===== src/hw/cmd_decoder_defs.vh =====
// Command codes, status bit positions and reset values of the command decoder
`ifndef CMD_DECODER_DEFS_VH
`define CMD_DECODER_DEFS_VH

`define CMD_READ_ARRAY     8'hFF
`define CMD_READ_STATUS    8'h70
`define CMD_CLEAR_STATUS   8'h50
`define CMD_PROG_SETUP     8'h40
`define CMD_PROG_SETUP_ALT 8'h10
`define CMD_ERASE_SETUP    8'h20
`define CMD_CONFIRM        8'hD0
`define CMD_SUSPEND        8'hB0
`define CMD_PROTECT_SETUP  8'h60
`define CMD_LOCK_BLOCK     8'h01
`define CMD_LOCK_DOWN      8'h2F
`define CMD_SET_READ_CFG   8'h03
`define CMD_PREG_SETUP     8'hC0
`define CMD_READ_IDENT     8'h90
`define CMD_READ_QUERY     8'h98
`define PREG_LOCK_VALUE    16'hFFFD

`define SR_READY_BIT       7
`define SR_ERASE_ERR_BIT   5
`define SR_PROG_ERR_BIT    4
`define SR_SUPPLY_ERR_BIT  3
`define SR_LOCK_ERR_BIT    1
`define SR_ERR_MASK        8'h3A
`define SR_RESET_VALUE     8'h80
`define RCR_RESET_VALUE    16'h0000

`define MODE_ARRAY         2'h0
`define MODE_STATUS        2'h1
`define MODE_IDENT         2'h2
`define MODE_QUERY         2'h3

`endif


===== src/hw/flash_command_state_machine.v =====
// Command decoder of a dual-bank flash: sequences, modes and status latching
// How it works
// - Commands read from low data byte only
// - Reset puts both banks in array
// - Only exact full sequences start operations
// - Engine done sets ready, full commands
// - Per-bank status on low data lines
// - Status read drives high byte zero
// - Status latched at last strobe event
// - Status stays until new command written
// - During program only suspend accepted
// - FFh returns to array read mode
// - 70h selects bank status for reads
// - 40h/10h then address, data programs
// - 20h then D0h same block erases
// - B0h suspends, D0h resumes operation
// - 50h clears status of that bank
// - 60h then 01h/D0h/2Fh block protection
// - 60h then 03h loads read configuration
// - C0h then data programs protect register
// - 90h ident mode, 98h query mode
// - Error bits sticky until clear status
// - Program, erase start enters status mode
// - Bad erase confirm: ignore, status mode
`timescale 1ns/1ps
`default_nettype none
`include "cmd_decoder_defs.vh"

module flash_command_state_machine #(
  parameter ADDR_W = 21,
  parameter BANK_BIT = 19
) (
  input  wire              mclk,
  input  wire              srst,
  input  wire              ce,
  input  wire              chip_sel_n,
  input  wire              addr_valid_n,
  input  wire              wr_strobe_n,
  input  wire              rd_strobe_n,
  input  wire              reset_n,
  input  wire              burst_mode,
  input  wire              burst_clk_edge,
  input  wire [ADDR_W-1:0] addr,
  input  wire [7:0]        data_low_byte,
  input  wire [7:0]        data_high_byte,
  input  wire              engine_done,
  input  wire              engine_suspended,
  input  wire [7:0]        engine_err_set,
  input  wire              engine_err_bank,
  input  wire [15:0]       array_data,
  input  wire [15:0]       ident_data,
  input  wire [15:0]       query_data,
  output reg  [15:0]       data_out,
  output wire              data_out_en,
  output reg               start_program,
  output reg               start_erase,
  output reg               start_suspend,
  output reg               start_resume,
  output reg               start_lock,
  output reg               start_unlock,
  output reg               start_lockdown,
  output reg               start_preg_prog,
  output reg               start_preg_lock,
  output reg  [ADDR_W-1:0] op_addr,
  output reg  [15:0]       op_data,
  output reg               op_bank,
  output reg  [15:0]       read_config_value,
  output wire              engine_busy,
  output wire [1:0]        bank0_mode,
  output wire [1:0]        bank1_mode
);

  localparam ST_IDLE    = 3'h0;
  localparam ST_PROG    = 3'h1;
  localparam ST_ERASE   = 3'h2;
  localparam ST_PROTECT = 3'h3;
  localparam ST_PREG    = 3'h4;

  localparam EN_IDLE    = 2'h0;
  localparam EN_PROG    = 2'h1;
  localparam EN_ERASE   = 2'h2;
  localparam EN_SUSP    = 2'h3;

  reg  [2:0]        seq_r;
  reg  [1:0]        eng_r;
  reg  [1:0]        mode_r [0:1];
  reg  [7:0]        stat_r [0:1];
  reg  [ADDR_W-1:0] first_addr_r;
  reg               busy_bank_r;
  reg               susp_prog_r;
  reg               wr_d_r;
  reg               rd_d_r;
  reg               cs_d_r;
  reg               av_d_r;
  reg  [15:0]       stat_latch_r;

  function [0:0] bank_of;
    input [ADDR_W-1:0] a;
    bank_of = a[BANK_BIT];
  endfunction

  function [0:0] same_block;
    input [ADDR_W-1:0] a;
    input [ADDR_W-1:0] b;
    same_block = (a[ADDR_W-1:12] == b[ADDR_W-1:12]);
  endfunction

  wire wr_cycle = ~chip_sel_n & ~addr_valid_n & ~wr_strobe_n &
                  rd_strobe_n & reset_n;
  wire wr_evt   = wr_cycle & ~wr_d_r;
  wire rd_cycle = ~chip_sel_n & ~addr_valid_n & ~rd_strobe_n &
                  wr_strobe_n & reset_n;
  wire [7:0] code = data_low_byte;
  wire       bank = bank_of(addr);
  wire       rd_bank = bank_of(addr);

  // busy while program or erase runs
  assign engine_busy = (eng_r == EN_PROG) || (eng_r == EN_ERASE);
  assign bank0_mode  = mode_r[0];
  assign bank1_mode  = mode_r[1];
  assign data_out_en = rd_cycle;

  // Ready set must survive a clear-status in the same cycle
  wire       rdy_set  = (engine_done && engine_busy) ||
                        (eng_r == EN_SUSP && engine_suspended);
  wire [7:0] rdy_mask = 8'h01 << `SR_READY_BIT;

  wire last_fall = rd_cycle & (~rd_d_r | ~cs_d_r | ~av_d_r);
  wire burst_upd = rd_cycle & burst_mode & burst_clk_edge;

  always @(posedge mclk) begin
    if (srst) begin
      wr_d_r <= 1'b0;
      rd_d_r <= 1'b0;
      cs_d_r <= 1'b0;
      av_d_r <= 1'b0;
    end else if (ce) begin
      wr_d_r <= wr_cycle;
      rd_d_r <= ~rd_strobe_n;
      cs_d_r <= ~chip_sel_n;
      av_d_r <= ~addr_valid_n;
    end
  end

  integer i;
  always @(posedge mclk) begin
    if (srst || !reset_n) begin
      // both banks start in array read
      seq_r             <= ST_IDLE;
      eng_r             <= EN_IDLE;
      busy_bank_r       <= 1'b0;
      susp_prog_r       <= 1'b0;
      first_addr_r      <= {ADDR_W{1'b0}};
      mode_r[0]         <= `MODE_ARRAY;
      mode_r[1]         <= `MODE_ARRAY;
      stat_r[0]         <= `SR_RESET_VALUE;
      stat_r[1]         <= `SR_RESET_VALUE;
      read_config_value <= `RCR_RESET_VALUE;
      op_addr           <= {ADDR_W{1'b0}};
      op_data           <= 16'h0000;
      op_bank           <= 1'b0;
      start_program     <= 1'b0;
      start_erase       <= 1'b0;
      start_suspend     <= 1'b0;
      start_resume      <= 1'b0;
      start_lock        <= 1'b0;
      start_unlock      <= 1'b0;
      start_lockdown    <= 1'b0;
      start_preg_prog   <= 1'b0;
      start_preg_lock   <= 1'b0;
    end else if (ce) begin
      start_program   <= 1'b0;
      start_erase     <= 1'b0;
      start_suspend   <= 1'b0;
      start_resume    <= 1'b0;
      start_lock      <= 1'b0;
      start_unlock    <= 1'b0;
      start_lockdown  <= 1'b0;
      start_preg_prog <= 1'b0;
      start_preg_lock <= 1'b0;
      // engine may only set error bits
      for (i = 0; i < 2; i = i + 1) begin
        if (engine_err_bank == i[0])
          stat_r[i] <= stat_r[i] | (engine_err_set & `SR_ERR_MASK);
      end
      if (engine_done && engine_busy) begin
        eng_r <= EN_IDLE;
        stat_r[busy_bank_r][`SR_READY_BIT] <= 1'b1;
      end
      if (eng_r == EN_SUSP && engine_suspended)
        stat_r[busy_bank_r][`SR_READY_BIT] <= 1'b1;
      if (wr_evt) begin
        if (eng_r == EN_PROG) begin
          if (code == `CMD_SUSPEND) begin
            start_suspend <= 1'b1;
            eng_r         <= EN_SUSP;
            susp_prog_r   <= 1'b1;
          end
        end else begin
          case (seq_r)
            ST_PROG: begin
              seq_r         <= ST_IDLE;
              start_program <= 1'b1;
              op_addr       <= addr;
              op_data       <= {data_high_byte, data_low_byte};
              op_bank       <= bank;
              busy_bank_r   <= bank;
              eng_r         <= EN_PROG;
              stat_r[bank][`SR_READY_BIT] <= 1'b0;
              mode_r[bank]  <= `MODE_STATUS;
            end
            ST_ERASE: begin
              seq_r <= ST_IDLE;
              if (code == `CMD_CONFIRM && same_block(addr, first_addr_r)
                  && eng_r == EN_IDLE) begin
                start_erase  <= 1'b1;
                op_addr      <= addr;
                op_bank      <= bank;
                busy_bank_r  <= bank;
                eng_r        <= EN_ERASE;
                stat_r[bank][`SR_READY_BIT] <= 1'b0;
                mode_r[bank] <= `MODE_STATUS;
              end else begin
                mode_r[bank_of(first_addr_r)] <= `MODE_STATUS;
              end
            end
            ST_PROTECT: begin
              seq_r   <= ST_IDLE;
              op_addr <= addr;
              op_bank <= bank;
              if (code == `CMD_SET_READ_CFG)
                read_config_value <= addr[15:0];
              else if (same_block(addr, first_addr_r)) begin
                case (code)
                  `CMD_LOCK_BLOCK: start_lock     <= 1'b1;
                  `CMD_CONFIRM:    start_unlock   <= 1'b1;
                  `CMD_LOCK_DOWN:  start_lockdown <= 1'b1;
                  default:         mode_r[bank]   <= `MODE_STATUS;
                endcase
              end else
                mode_r[bank] <= `MODE_STATUS;
            end
            ST_PREG: begin
              seq_r   <= ST_IDLE;
              op_addr <= addr;
              op_data <= {data_high_byte, data_low_byte};
              op_bank <= bank;
              if ({data_high_byte, data_low_byte} == `PREG_LOCK_VALUE)
                start_preg_lock <= 1'b1;
              else
                start_preg_prog <= 1'b1;
            end
            default: begin
              first_addr_r <= addr;
              case (code)
                `CMD_READ_ARRAY:  mode_r[bank] <= `MODE_ARRAY;
                `CMD_READ_STATUS: mode_r[bank] <= `MODE_STATUS;
                `CMD_CLEAR_STATUS:
                  stat_r[bank] <= (stat_r[bank] & ~`SR_ERR_MASK) |
                                  (engine_err_bank == bank ?
                                   (engine_err_set & `SR_ERR_MASK) :
                                   8'h00) |
                                  (rdy_set && busy_bank_r == bank ?
                                   rdy_mask : 8'h00);
                `CMD_READ_IDENT:  mode_r[bank] <= `MODE_IDENT;
                `CMD_READ_QUERY:  mode_r[bank] <= `MODE_QUERY;
                `CMD_PROG_SETUP:  seq_r <= ST_PROG;
                `CMD_PROG_SETUP_ALT: seq_r <= ST_PROG;
                `CMD_ERASE_SETUP: seq_r <= ST_ERASE;
                `CMD_PROTECT_SETUP: seq_r <= ST_PROTECT;
                `CMD_PREG_SETUP:  seq_r <= ST_PREG;
                `CMD_SUSPEND: begin
                  if (eng_r == EN_ERASE) begin
                    start_suspend <= 1'b1;
                    eng_r         <= EN_SUSP;
                    susp_prog_r   <= 1'b0;
                  end
                end
                `CMD_CONFIRM: begin
                  if (eng_r == EN_SUSP) begin
                    start_resume <= 1'b1;
                    eng_r        <= susp_prog_r ? EN_PROG : EN_ERASE;
                    stat_r[busy_bank_r][`SR_READY_BIT] <= 1'b0;
                  end
                end
                default: seq_r <= ST_IDLE;
              endcase
            end
          endcase
        end
      end
    end
  end

  // Latch shields the host from status bits changing mid-read
  always @(posedge mclk) begin
    if (srst) begin
      stat_latch_r <= 16'h0000;
    end else if (ce) begin
      if (last_fall || burst_upd)
        stat_latch_r <= {8'h00, stat_r[rd_bank]};
    end
  end

  // status mode holds until next command
  always @(posedge mclk) begin
    if (srst) begin
      data_out <= 16'h0000;
    end else if (ce) begin
      case (mode_r[rd_bank])
        `MODE_STATUS: data_out <= (last_fall || burst_upd) ?
                                  {8'h00, stat_r[rd_bank]} : stat_latch_r;
        `MODE_IDENT:  data_out <= ident_data;
        `MODE_QUERY:  data_out <= query_data;
        default:      data_out <= array_data;
      endcase
    end
  end

endmodule // flash_command_state_machine
`default_nettype wire


===== config.mk =====
export PLATFORM = sky130hd
export DESIGN_NAME = flash_command_state_machine
export DESIGN_NICKNAME = d
export VERILOG_FILES = /design/src/hw/flash_command_state_machine.v
export VERILOG_INCLUDE_DIRS = /design/src /design/src/hw
export SDC_FILE = /design/constraint.sdc
export NUM_CORES = 1
export LEC_CHECK = 0
export BUFFER_PORTS_ARGS = -buffer_cell sky130_fd_sc_hd__buf_4
export CORE_AREA = 2 2 131 133
export CTS_BUF_LIST = sky130_fd_sc_hd__clkbuf_8 sky130_fd_sc_hd__clkbuf_16
export DETAILED_ROUTE_END_ITERATION = 6
export DIE_AREA = 0 0 133 135
export PLACE_DENSITY = 0.65
export SYNTH_ARGS = -nofsm -noshare
export SYNTH_HDL_FRONTEND = slang
export SYNTH_SLANG_ARGS = --single-unit
export TNS_END_PERCENT = 20

===== constraint.sdc =====
create_clock -name mclk -period 2.8 [get_ports mclk]
set_clock_uncertainty 0.05 [all_clocks]
set_input_delay 0.42 -clock mclk [delete_from_list [all_inputs] [get_ports mclk]]
set_output_delay 0.42 -clock mclk [all_outputs]
set_load 0.1 [all_outputs]

==> results_dict.tcl, run 1 <==
set metrics [dict create \
    worst_setup_path_start_kind "register" \
    wire_per_inst_um 15.61 \
    switchingPower_mw 1.254 \
    wl_met3_um 1459 \
    dr.pass1.iters 5 \
    period_share_pct 85.67 \
    die_height_um 135 \
    io_pins 191 \
    die_w_um 133 \
    maxCapViolations 0 \
    peakVddDrop_mv 0.3759 \
    power.leakage_nw 3.635 \
    dp_hpwl_um 13130 \
    grt_pass1_wl_um 28620 \
    finalSetupViolCount 0 \
    mappedNetlistArea_mm2 0.006490 \
    place.port_buffers 186 \
    p_clk_share_pct 48.9 \
    worstHoldStart "chip_sel_n" \
    drive_gt1_share_pct 28.69 \
    synth_ff_type "dfxtp_1" \
    ctsResizeCount 0 \
    cp-end-kind "register" \
    cts_tree "done" \
    setup-tns-final_ns 0 \
    overflow 0 \
    clkSinkCount 134 \
    hold_class "in2reg" \
    layout.cells.non_filler 1147 \
    h-tree-depth 4 \
    yosys_register_bits 134 \
    dieArea_mm2 0.01796 \
    seqPwrFrac_pct 40.1 \
    numCtsBuffers 17 \
    dp.cells 1115 \
    core_mm2 0.01641 \
    finalCriticalPeriod_ns 2.399 \
    drt_iter0_markers 384 \
    crit_required_ns 2.92 \
    syn-num-nets 847 \
    crit_arrival_ns 2.52 \
    postRouteAntennaNets 0 \
    slew_headroom_pct 53.97 \
    hold_ws_ns 0.1437 \
    fin_util_pct 53.68 \
    r2r_cells 7 \
    r2r-start "eng_r[1]" \
    highest_layer "met4" \
    nets 1024 \
    start_util_pct 39.56 \
    power_mw 5.027 \
    setup_ws_ns 0.4012 \
    drc 0 \
    hold_viol 0 \
    ys_warn_count 0 \
    track_usage_pct 19.97 \
    wl_um 17900 \
    met1_length_um 8677 \
    viasPerCell 5.180 \
    wl_met2_um 7474 \
    p_per_area_mw_per_mm2 570.8 \
    startpoint "eng_r[1]" \
    p_int_mw 3.773 \
    first_global_vias 5583 \
    async_flop_share_pct 0 \
    vias 5942 \
    synth.avg_cell_area_um2 8.806 \
    clockRootBuffer "clkbuf_16" \
    insertion_delay_ns 0.42 \
    p_sw_share_pct 24.94 \
    grt_start_max_net_pins 43 \
    syn_inst 737 \
    grt_setup_unrepaired "false" \
    worstPathMaxFanout 12 \
    p_comb_share_pct 11.1 \
    clockBufferDepth 2 \
    post-place-ws_ns 0.1380 \
    fillers 1553 \
    place_area_mm2 0.008150 \
    yosysSeqAreaShare_pct 44.42 \
    status "completed" \
    synth_cell_types 66 \
    min_delay_path_depth 2 \
    diodes 0 \
    crit_type "reg2reg" \
    post_cts_buffers 0 \
    rows 47 \
    path_clk_slew_ns 0.06 \
    worst_pin_slew_ns 0.6712 \
    synthToLayoutAreaGrowth_pct 35.70 \
    antenna_found_initial 0 \
    finalInstanceArea_mm2 0.008807 \
    finalMaxSlewViolations 0 \
    cts_hold_buf 0 \
    place_congestion 0.9174 \
    max_freq_mhz 416.9 \
    synth_edf_count 20 \
]
## synth_stat cells, types with 2 or more instances
master    count  area (µm²)
o211ai_1      4       30.03
mux2_2        3       33.78
nand3b_1      4       30.03
and2_1       14       87.58
o22ai_1       2       12.51
nand4_1      13       81.33
nand2_1     100       375.4
a22o_1       19       166.4
nor3_1        6       30.03
nor2_1       81       304.0
ha_1          4       50.05
nor3_2        2       20.02
nor4_1        6       37.54
a211oi_1     11       82.58
or2_1         2       12.51
o31ai_1       2       15.01
a211o_1       2       17.52
a32o_1        3       30.03
o21ai_1      35       175.2
mux2i_1      54       540.5
xnor2_1      11       96.34
and3_1        5       31.28
nand3_1      28       140.1
edfxtp_1     20       600.6
and4_1        2       17.52
clkbuf_1     36       135.1
nor4_4        2       42.54
or3_1         4       25.02
a311o_1       8       80.08
a21oi_1      34       170.2
buf_6         3       33.78
a21o_1        4       30.03
dfxtp_1     114        2282
buf_2        13       65.06
a31oi_1      13       81.33
inv_1        11       41.29
o21ai_0      15       75.07
nand2b_1      6       37.54
a221oi_1      9       78.83
nor2b_1       5       31.28
nor2_4        2       22.52
## sequential cells by signal, indices dropped and copies added, names as in the netlist, 2 cells and up
name               count
op_addr               21
data_out              16
op_data               16
read_config_value     16
stat_latch_r          16
stat_r                16
first_addr_r           9
mode_r                 4
seq_r                  3
eng_r                  2
## cell usage in the layout (no fill, tap or decap), drive strengths merged, types with 11 or more instances in the layout
master  instances
o21ai          50
dfxtp         114
a21oi          34
and2           15
nand4          13
xnor2          11
mux2i          54
clkbuf         19
a31oi          13
nand2         100
a22o           19
buf           212
edfxtp         20
nor2           83
inv            15
a211oi         12
nand3          29
## final timing paths
kind | end | slack [ns]
worst min register to register | op_addr[1] | 0.40
worst min-delay path | cs_d_r | 0.14
worst max register to register | stat_r[0][7] | 0.40
worst max-delay path | stat_r[0][7] | 0.40
## routing by layer
layer  GRT usage, %  vias up
met5              0        -
li1               -     3000
met1          27.53     2687
met4          5.854        0
met3          6.644       25
met2          29.79      230
## area by class of cell
class                      instances  area, µm²  area share [%]
clock buffer                      19      464.2           5.271
sequential                       134       2883           32.73
timing repair buffer             212       1617           18.35
tap                              220      275.3           3.125
multi-input combinational        536       3327           37.78
clock inverter                    13      192.7           2.188
inverter                          13      48.80          0.5541
## worst max-delay path: stages (launching register included)
cell and delay (ns):
dfxtp_1 0.37, inv_1 0.10, ha_1 0.49, nor2_1 0.16, and3_1 0.25, a32o_1 0.25, and2_1 0.18, or3_1 0.32
## power by group through the flow
stage          combinational, mW  sequential [mW]  clock (mW)
2_1_floorplan              0.202             2.19           0
3_3_place_gp               0.555             2.06           0
3_5_place_dp               0.558             2.06           0
4_1_cts                    0.560             2.01        2.50
5_1_grt                    0.597             2.02        2.58
6_report                   0.557             2.01        2.46
## kinds of logic (layout without fill, tap and decap cells)
| kind of cell | Yosys count | in the layout | synth area share (%) |
|---|---|---|---|
| AO/OA/AOI/OAI | 171 | 171 | 17.78 |
| XOR/XNOR | 11 | 11 | 1.484 |
| adder cells (fa/ha/maj) | 4 | 4 | 0.7712 |
| buffers and inverters | 67 | 257 | 4.530 |
| flip-flops | 134 | 134 | 44.42 |
| multiplexers | 57 | 57 | 8.849 |
| AND/OR/NAND/NOR | 293 | 293 | 22.17 |
(Power assumes the default switching activity.)
==> inputs of run 2 (changes only) <==
- CELL_PAD_IN_SITES_DETAIL_PLACEMENT: not set -> 1
- CELL_PAD_IN_SITES_GLOBAL_PLACEMENT: not set -> 1
- CORE_AREA: 2 2 131 133 -> 2 2 134 136
- DIE_AREA: 0 0 133 135 -> 0 0 136 138
- PLACE_DENSITY: 0.65 -> 0.81
==> run 2 against run 1 <==
Wire length is 13% higher. First-iteration DRC count shrank 36%. Utilization is 3.3 points lower. Final cell count grew 0.78%. Setup slack worse by 0.069 ns. Sequential cell count is the same. Non-clock buffer count unchanged. Maximum frequency fell by 2.8%. Sequential power hardly changed. Combinational power increased by 1%. Die area grew 4.5%. Largest cell class unchanged. Largest power group unchanged.
==> results_dict.tcl, run 2 (synthesis results as in run 1) <==
set metrics [dict create \
    status "completed" \
    cp-end-kind "register" \
    place.port_buffers 186 \
    drc 0 \
    diodes 0 \
    drive_gt1_share_pct 28.69 \
    hold_viol 0 \
    setup-tns-final_ns 0 \
    finalInstanceArea_mm2 0.008831 \
    dieArea_mm2 0.01877 \
    grt_pass1_wl_um 32780 \
    peakVddDrop_mv 0.4245 \
    power.leakage_nw 3.647 \
    path_clk_slew_ns 0.06 \
    first_global_vias 6183 \
    track_usage_pct 21.65 \
    layout.cells.non_filler 1156 \
    place_congestion 0.8710 \
    io_pins 191 \
    wire_per_inst_um 17.54 \
    period_share_pct 88.12 \
    viasPerCell 5.335 \
    clockBufferDepth 2 \
    fillers 2061 \
    dp.cells 1124 \
    regMostFlops "op_addr" \
    drt_iter0_markers 244 \
    h-tree-depth 4 \
    grt_setup_unrepaired "false" \
    cts_tree "done" \
    cp_cell_sequence "inv_1 > ha_1 > nor2_1 > and3_1 > a32o_1 > and2_1 > or3_1" \
    synthToLayoutAreaGrowth_pct 36.07 \
    worst_setup_path_start_kind "register" \
    largest_reg_flops 21 \
    rows 49 \
    finalMaxSlewViolations 0 \
    numCtsBuffers 17 \
    slowest_delay_ns 0.50 \
    crit_buf_inv 1 \
    crit_required_ns 2.93 \
    place_area_mm2 0.008162 \
    hold_ws_ns 0.1436 \
    start_util_pct 37.01 \
    max_freq_mhz 405.3 \
    crit_family "simple AND/OR/NAND/NOR gates" \
    nets 1024 \
    dp_hpwl_um 14700 \
    clkSinkCount 134 \
    p_per_area_mw_per_mm2 575.4 \
    crit_slowest_cell "ha_1" \
    maxCapViolations 0 \
    ff_latch_area_mm2 0.002883 \
    crit_arrival_ns 2.60 \
    hold_class "in2reg" \
    post_cts_buffers 0 \
    worst_pin_slew_ns 0.6763 \
    ctsResizeCount 0 \
    worstPathMaxFanout 12 \
    slew_headroom_pct 53.62 \
    cts_hold_buf 0 \
    overflow 0 \
    layout_commonest_cell "buf_4" \
    die_height_um 138 \
    antenna_found_initial 0 \
    vias 6167 \
    finalCriticalPeriod_ns 2.467 \
    crit_type "reg2reg" \
    grt_start_max_net_pins 44 \
    postRouteAntennaNets 0 \
    wl_um 20280 \
    die_w_um 136 \
    insertion_delay_ns 0.42 \
    finalSetupViolCount 0 \
    dr.pass1.iters 4 \
    multiInputGateArea_mm2 0.003327 \
    mostFrequentLayoutCells "buf_4 (210), dfxtp_1 (114), nand2_1 (100), nor2_1 (81), mux2i_1 (53)" \
    clockRootBuffer "clkbuf_16" \
    core_mm2 0.01753 \
]
==> run 2: routing by layer <==
layer  vias to the layer above  track usage [%]  wire, µm
met5                         -                0         0
met4                         0            6.305       336
met3                        31            6.307      1555
met2                       201            34.81      9304
met1                      2935            28.18      9080
li1                       3000                -         -
==> run 2: path summary, 6_finish.rpt <==
check | startpoint | endpoint | slack [ns] | depth (start not counted)
setup reg to reg | eng_r[1] | stat_r[0][7] | 0.33 | 7
hold reg to reg | op_addr[5] | op_addr[5] | 0.40 | 2
hold / removal | chip_sel_n | cs_d_r | 0.14 | 2
setup / recovery | eng_r[1] | stat_r[0][7] | 0.33 | 7
==> run 2: final cells by class <==
cell class | instances | share of cell area [%]
repair buffers | 212 | 18.31
multi-input cells | 536 | 37.67
flip-flops and latches | 134 | 32.64
clock buffers | 22 | 5.724
well taps | 229 | 3.245
inverters | 13 | 0.5526
clock inverters | 10 | 1.856
==> run 2: per-stage QoR <==
step	util [%]	worst slack (ns)	power, mW
3_3_place_gp	46.55	0.1076	2.611
4_1_cts	50.36	0.3443	5.131
5_1_grt	50.36	0.1390	5.254
6_report	50.36	0.3326	5.082
2_1_floorplan	-	0.1179	2.389
3_5_place_dp	46.55	0.07515	2.619
==> run 2: worst reg2reg max path: cells and delay by family, from the launching register on <==
family | cells | cell delay, ns
and+or+nand+nor | 4 | 0.92
buffers and inverters | 1 | 0.11
AOI/OAI and AO/OA | 1 | 0.26
DFF | 1 | 0.38
adders and majority gates | 1 | 0.50
==> run 2: power by group <==
part | leakage [nW] | internal [mW] | switching (mW)
logic | 2.18 | 0.203 | 0.361
registers | 1.14 | 1.99 | 0.0231
clock network | 0.328 | 1.64 | 0.860
==> inputs of run 3 (changes only) <==
- ABC_AREA: not set -> 1
- CORE_AREA: 2 2 134 136 -> 2 2 137 139
- DIE_AREA: 0 0 136 138 -> 0 0 139 141
- PLACE_DENSITY: 0.81 -> 0.8
==> run 3 against run 2 <==
Wire length up 8.3%. Sequential share of layout area up 0.79 points. Utilization down 3.2 points. Via count up 7.5%. Synthesized area down 1.5%. Clock power down 14%. Critical path type unchanged.
==> results_dict.tcl, run 3 <==
set metrics [dict create \
    status "completed" \
    finalSetupViolCount 0 \
    place.port_buffers 186 \
    p_clk_share_pct 45.4 \
    yosysTopAreaCell "dfxtp_1" \
    largest_reg_flops 21 \
    regMostFlops "op_addr" \
    yosys_register_bits 134 \
    drive_gt1_share_pct 24.79 \
    setup-tns-final_ns 0 \
    yosysTopAreaCellShare_pct 35.69 \
    synth_ff_type "dfxtp_1" \
    viasPerCell 4.995 \
    slew_headroom_pct 50.10 \
    first_global_vias 6880 \
    async_flop_share_pct 0 \
    drt_iter0_markers 327 \
    syn_inst 895 \
    start_util_pct 35.01 \
    period_share_pct 86.54 \
    drc 0 \
    antenna_found_initial 0 \
    dp.cells 1295 \
    syn-num-nets 1005 \
    grt_start_max_net_pins 41 \
    insertion_delay_ns 0.43 \
    synth_cell_types 39 \
    numCtsBuffers 17 \
    peakVddDrop_mv 0.3965 \
    synth.avg_cell_area_um2 7.145 \
    synth_edf_count 20 \
    worst_pin_slew_ns 0.7476 \
    clkSinkCount 134 \
    post_cts_buffers 0 \
    worstPathMaxFanout 6 \
    finalCriticalPeriod_ns 2.423 \
    clockBufferDepth 2 \
    p_sw_share_pct 28.52 \
    wl_um 21960 \
    power.leakage_nw 3.996 \
    seqPwrFrac_pct 42.5 \
    clockRootBuffer "clkbuf_16" \
    synthToLayoutAreaGrowth_pct 34.83 \
    ys_warn_count 0 \
    diodes 0 \
    p_per_area_mw_per_mm2 549.1 \
    worst_setup_path_start_kind "register" \
    fin_util_pct 47.20 \
    switchingPower_mw 1.350 \
    path_clk_slew_ns 0.06 \
    dieArea_mm2 0.01960 \
    postRouteAntennaNets 0 \
    h-tree-depth 4 \
    cts_tree "done" \
    p_comb_share_pct 12.1 \
    crit_required_ns 2.87 \
    grt_setup_unrepaired "false" \
    hold_viol 0 \
    die_height_um 141 \
    synth_common_cells "nand2_1 (179), o21ai_0 (127), nor2_1 (119)" \
    max_freq_mhz 412.7 \
    finalMaxSlewViolations 0 \
    ctsResizeCount 0 \
    crit_arrival_ns 2.50 \
    grt_pass1_wl_um 35230 \
    mappedNetlistArea_mm2 0.006395 \
    cts_hold_buf 0 \
    r2r_cells 12 \
    place_congestion 0.8450 \
    crit_type "reg2reg" \
    rows 50 \
    synth_area_leaders "dfxtp_1 (36%), nand2_1 (11%), o21ai_0 (9.9%)" \
    min_delay_path_depth 2 \
    layout.cells.non_filler 1327 \
    die_w_um 139 \
    maxCapViolations 0 \
    wire_per_inst_um 16.55 \
    track_usage_pct 22.47 \
    dr.pass1.iters 4 \
    layout_commonest_cell "buf_4" \
    core_mm2 0.01827 \
    nets 1190 \
    dp_hpwl_um 16650 \
    overflow 0 \
    io_pins 191 \
    cp-end-kind "register" \
    vias 6628 \
    synth.most_common_cell "nand2_1" \
    p_int_mw 3.384 \
    yosysSeqAreaShare_pct 45.08 \
    mostFrequentLayoutCells "buf_4 (206), nand2_1 (179), o21ai_0 (127), nor2_1 (117), dfxtp_1 (114)" \
    hold_class "in2reg" \
]
==> run 3: cell types whose count changed after synthesis, sizes merged, moves of 10 or more <==
| cell | delta |
|---|---|
| clkbuf | -10 |
| and2 | -15 |
| o21ai | +86 |
| a21oi | +39 |
| mux2i | -54 |
| nor2 | +44 |
| nand3 | +15 |
| nand2 | +82 |
| a22o | -18 |
| inv | +86 |
==> run 3: metrics by stage <==
step | hold WS [ns] | total power [mW] | area, µm² | worst slack, ns
3_5_place_dp | 0.3963 | 2.623 | 8056 | 0.2764
6_report | 0.1345 | 4.735 | 8622 | 0.3767
2_1_floorplan | 0.3797 | 2.384 | 6397 | 0.2362
4_1_cts | 0.1294 | 4.770 | 8622 | 0.3612
3_3_place_gp | 0.3897 | 2.611 | 8056 | 0.3481
5_1_grt | 0.1230 | 4.907 | 8622 | 0.1457
==> run 3: worst paths after layout <==
path	start	end	slack, ns
max	seq_r[0]	stat_r[0][0]	0.38
min	addr_valid_n	av_d_r	0.13
max reg2reg	seq_r[0]	stat_r[0][0]	0.38
min reg2reg	stat_latch_r[2]	stat_latch_r[2]	0.40
==> run 3: routing by layer <==
| layer | track usage (%) | wire length, µm |
|---|---|---|
| met5 | 0 | 0 |
| met4 | 6.592 | 446 |
| met3 | 6.080 | 999 |
| met2 | 39.05 | 11020 |
| met1 | 27.36 | 9489 |
==> run 3: power groups by stage <==
stage	Sequential [mW]	Clock, mW	Combinational (mW)
3_3_place_gp	2.05	0	0.560
6_report	2.01	2.15	0.571
2_1_floorplan	2.20	0	0.189
3_5_place_dp	2.05	0	0.569
4_1_cts	2.01	2.19	0.572
5_1_grt	2.02	2.27	0.617
==> run 3: logic make-up after synthesis <==
logic type,share of synthesized area (%)
AO/OA/AOI/OAI,20.31
adder cells (fa/ha/maj),0.7827
flip-flops,45.08
XOR/XNOR,0.2740
buffers and inverters,8.765
AND/OR/NAND/NOR,24.79
==> run 3: layout make-up <==
| cell class | instances | area [µm²] |
|---|---|---|
| multi-input cells | 623 | 2967 |
| inverters | 98 | 367.9 |
| flip-flops and latches | 134 | 2883 |
| well taps | 234 | 292.8 |
| repair buffers | 206 | 1546 |
| clock inverters | 13 | 112.6 |
| clock buffers | 19 | 452.9 |
| fillers | 2362 | 9646 |
==> run 3: critical path, stage by stage, from the launching register on <==
cell	delay, ns
dfxtp_1	0.36
inv_1	0.08
nand3_1	0.16
nand2_1	0.12
nor2_2	0.28
inv_2	0.13
nor2_2	0.22
nand2_1	0.12
inv_2	0.12
nand2_4	0.09
inv_2	0.07
nand2_1	0.14
nand2_1	0.18
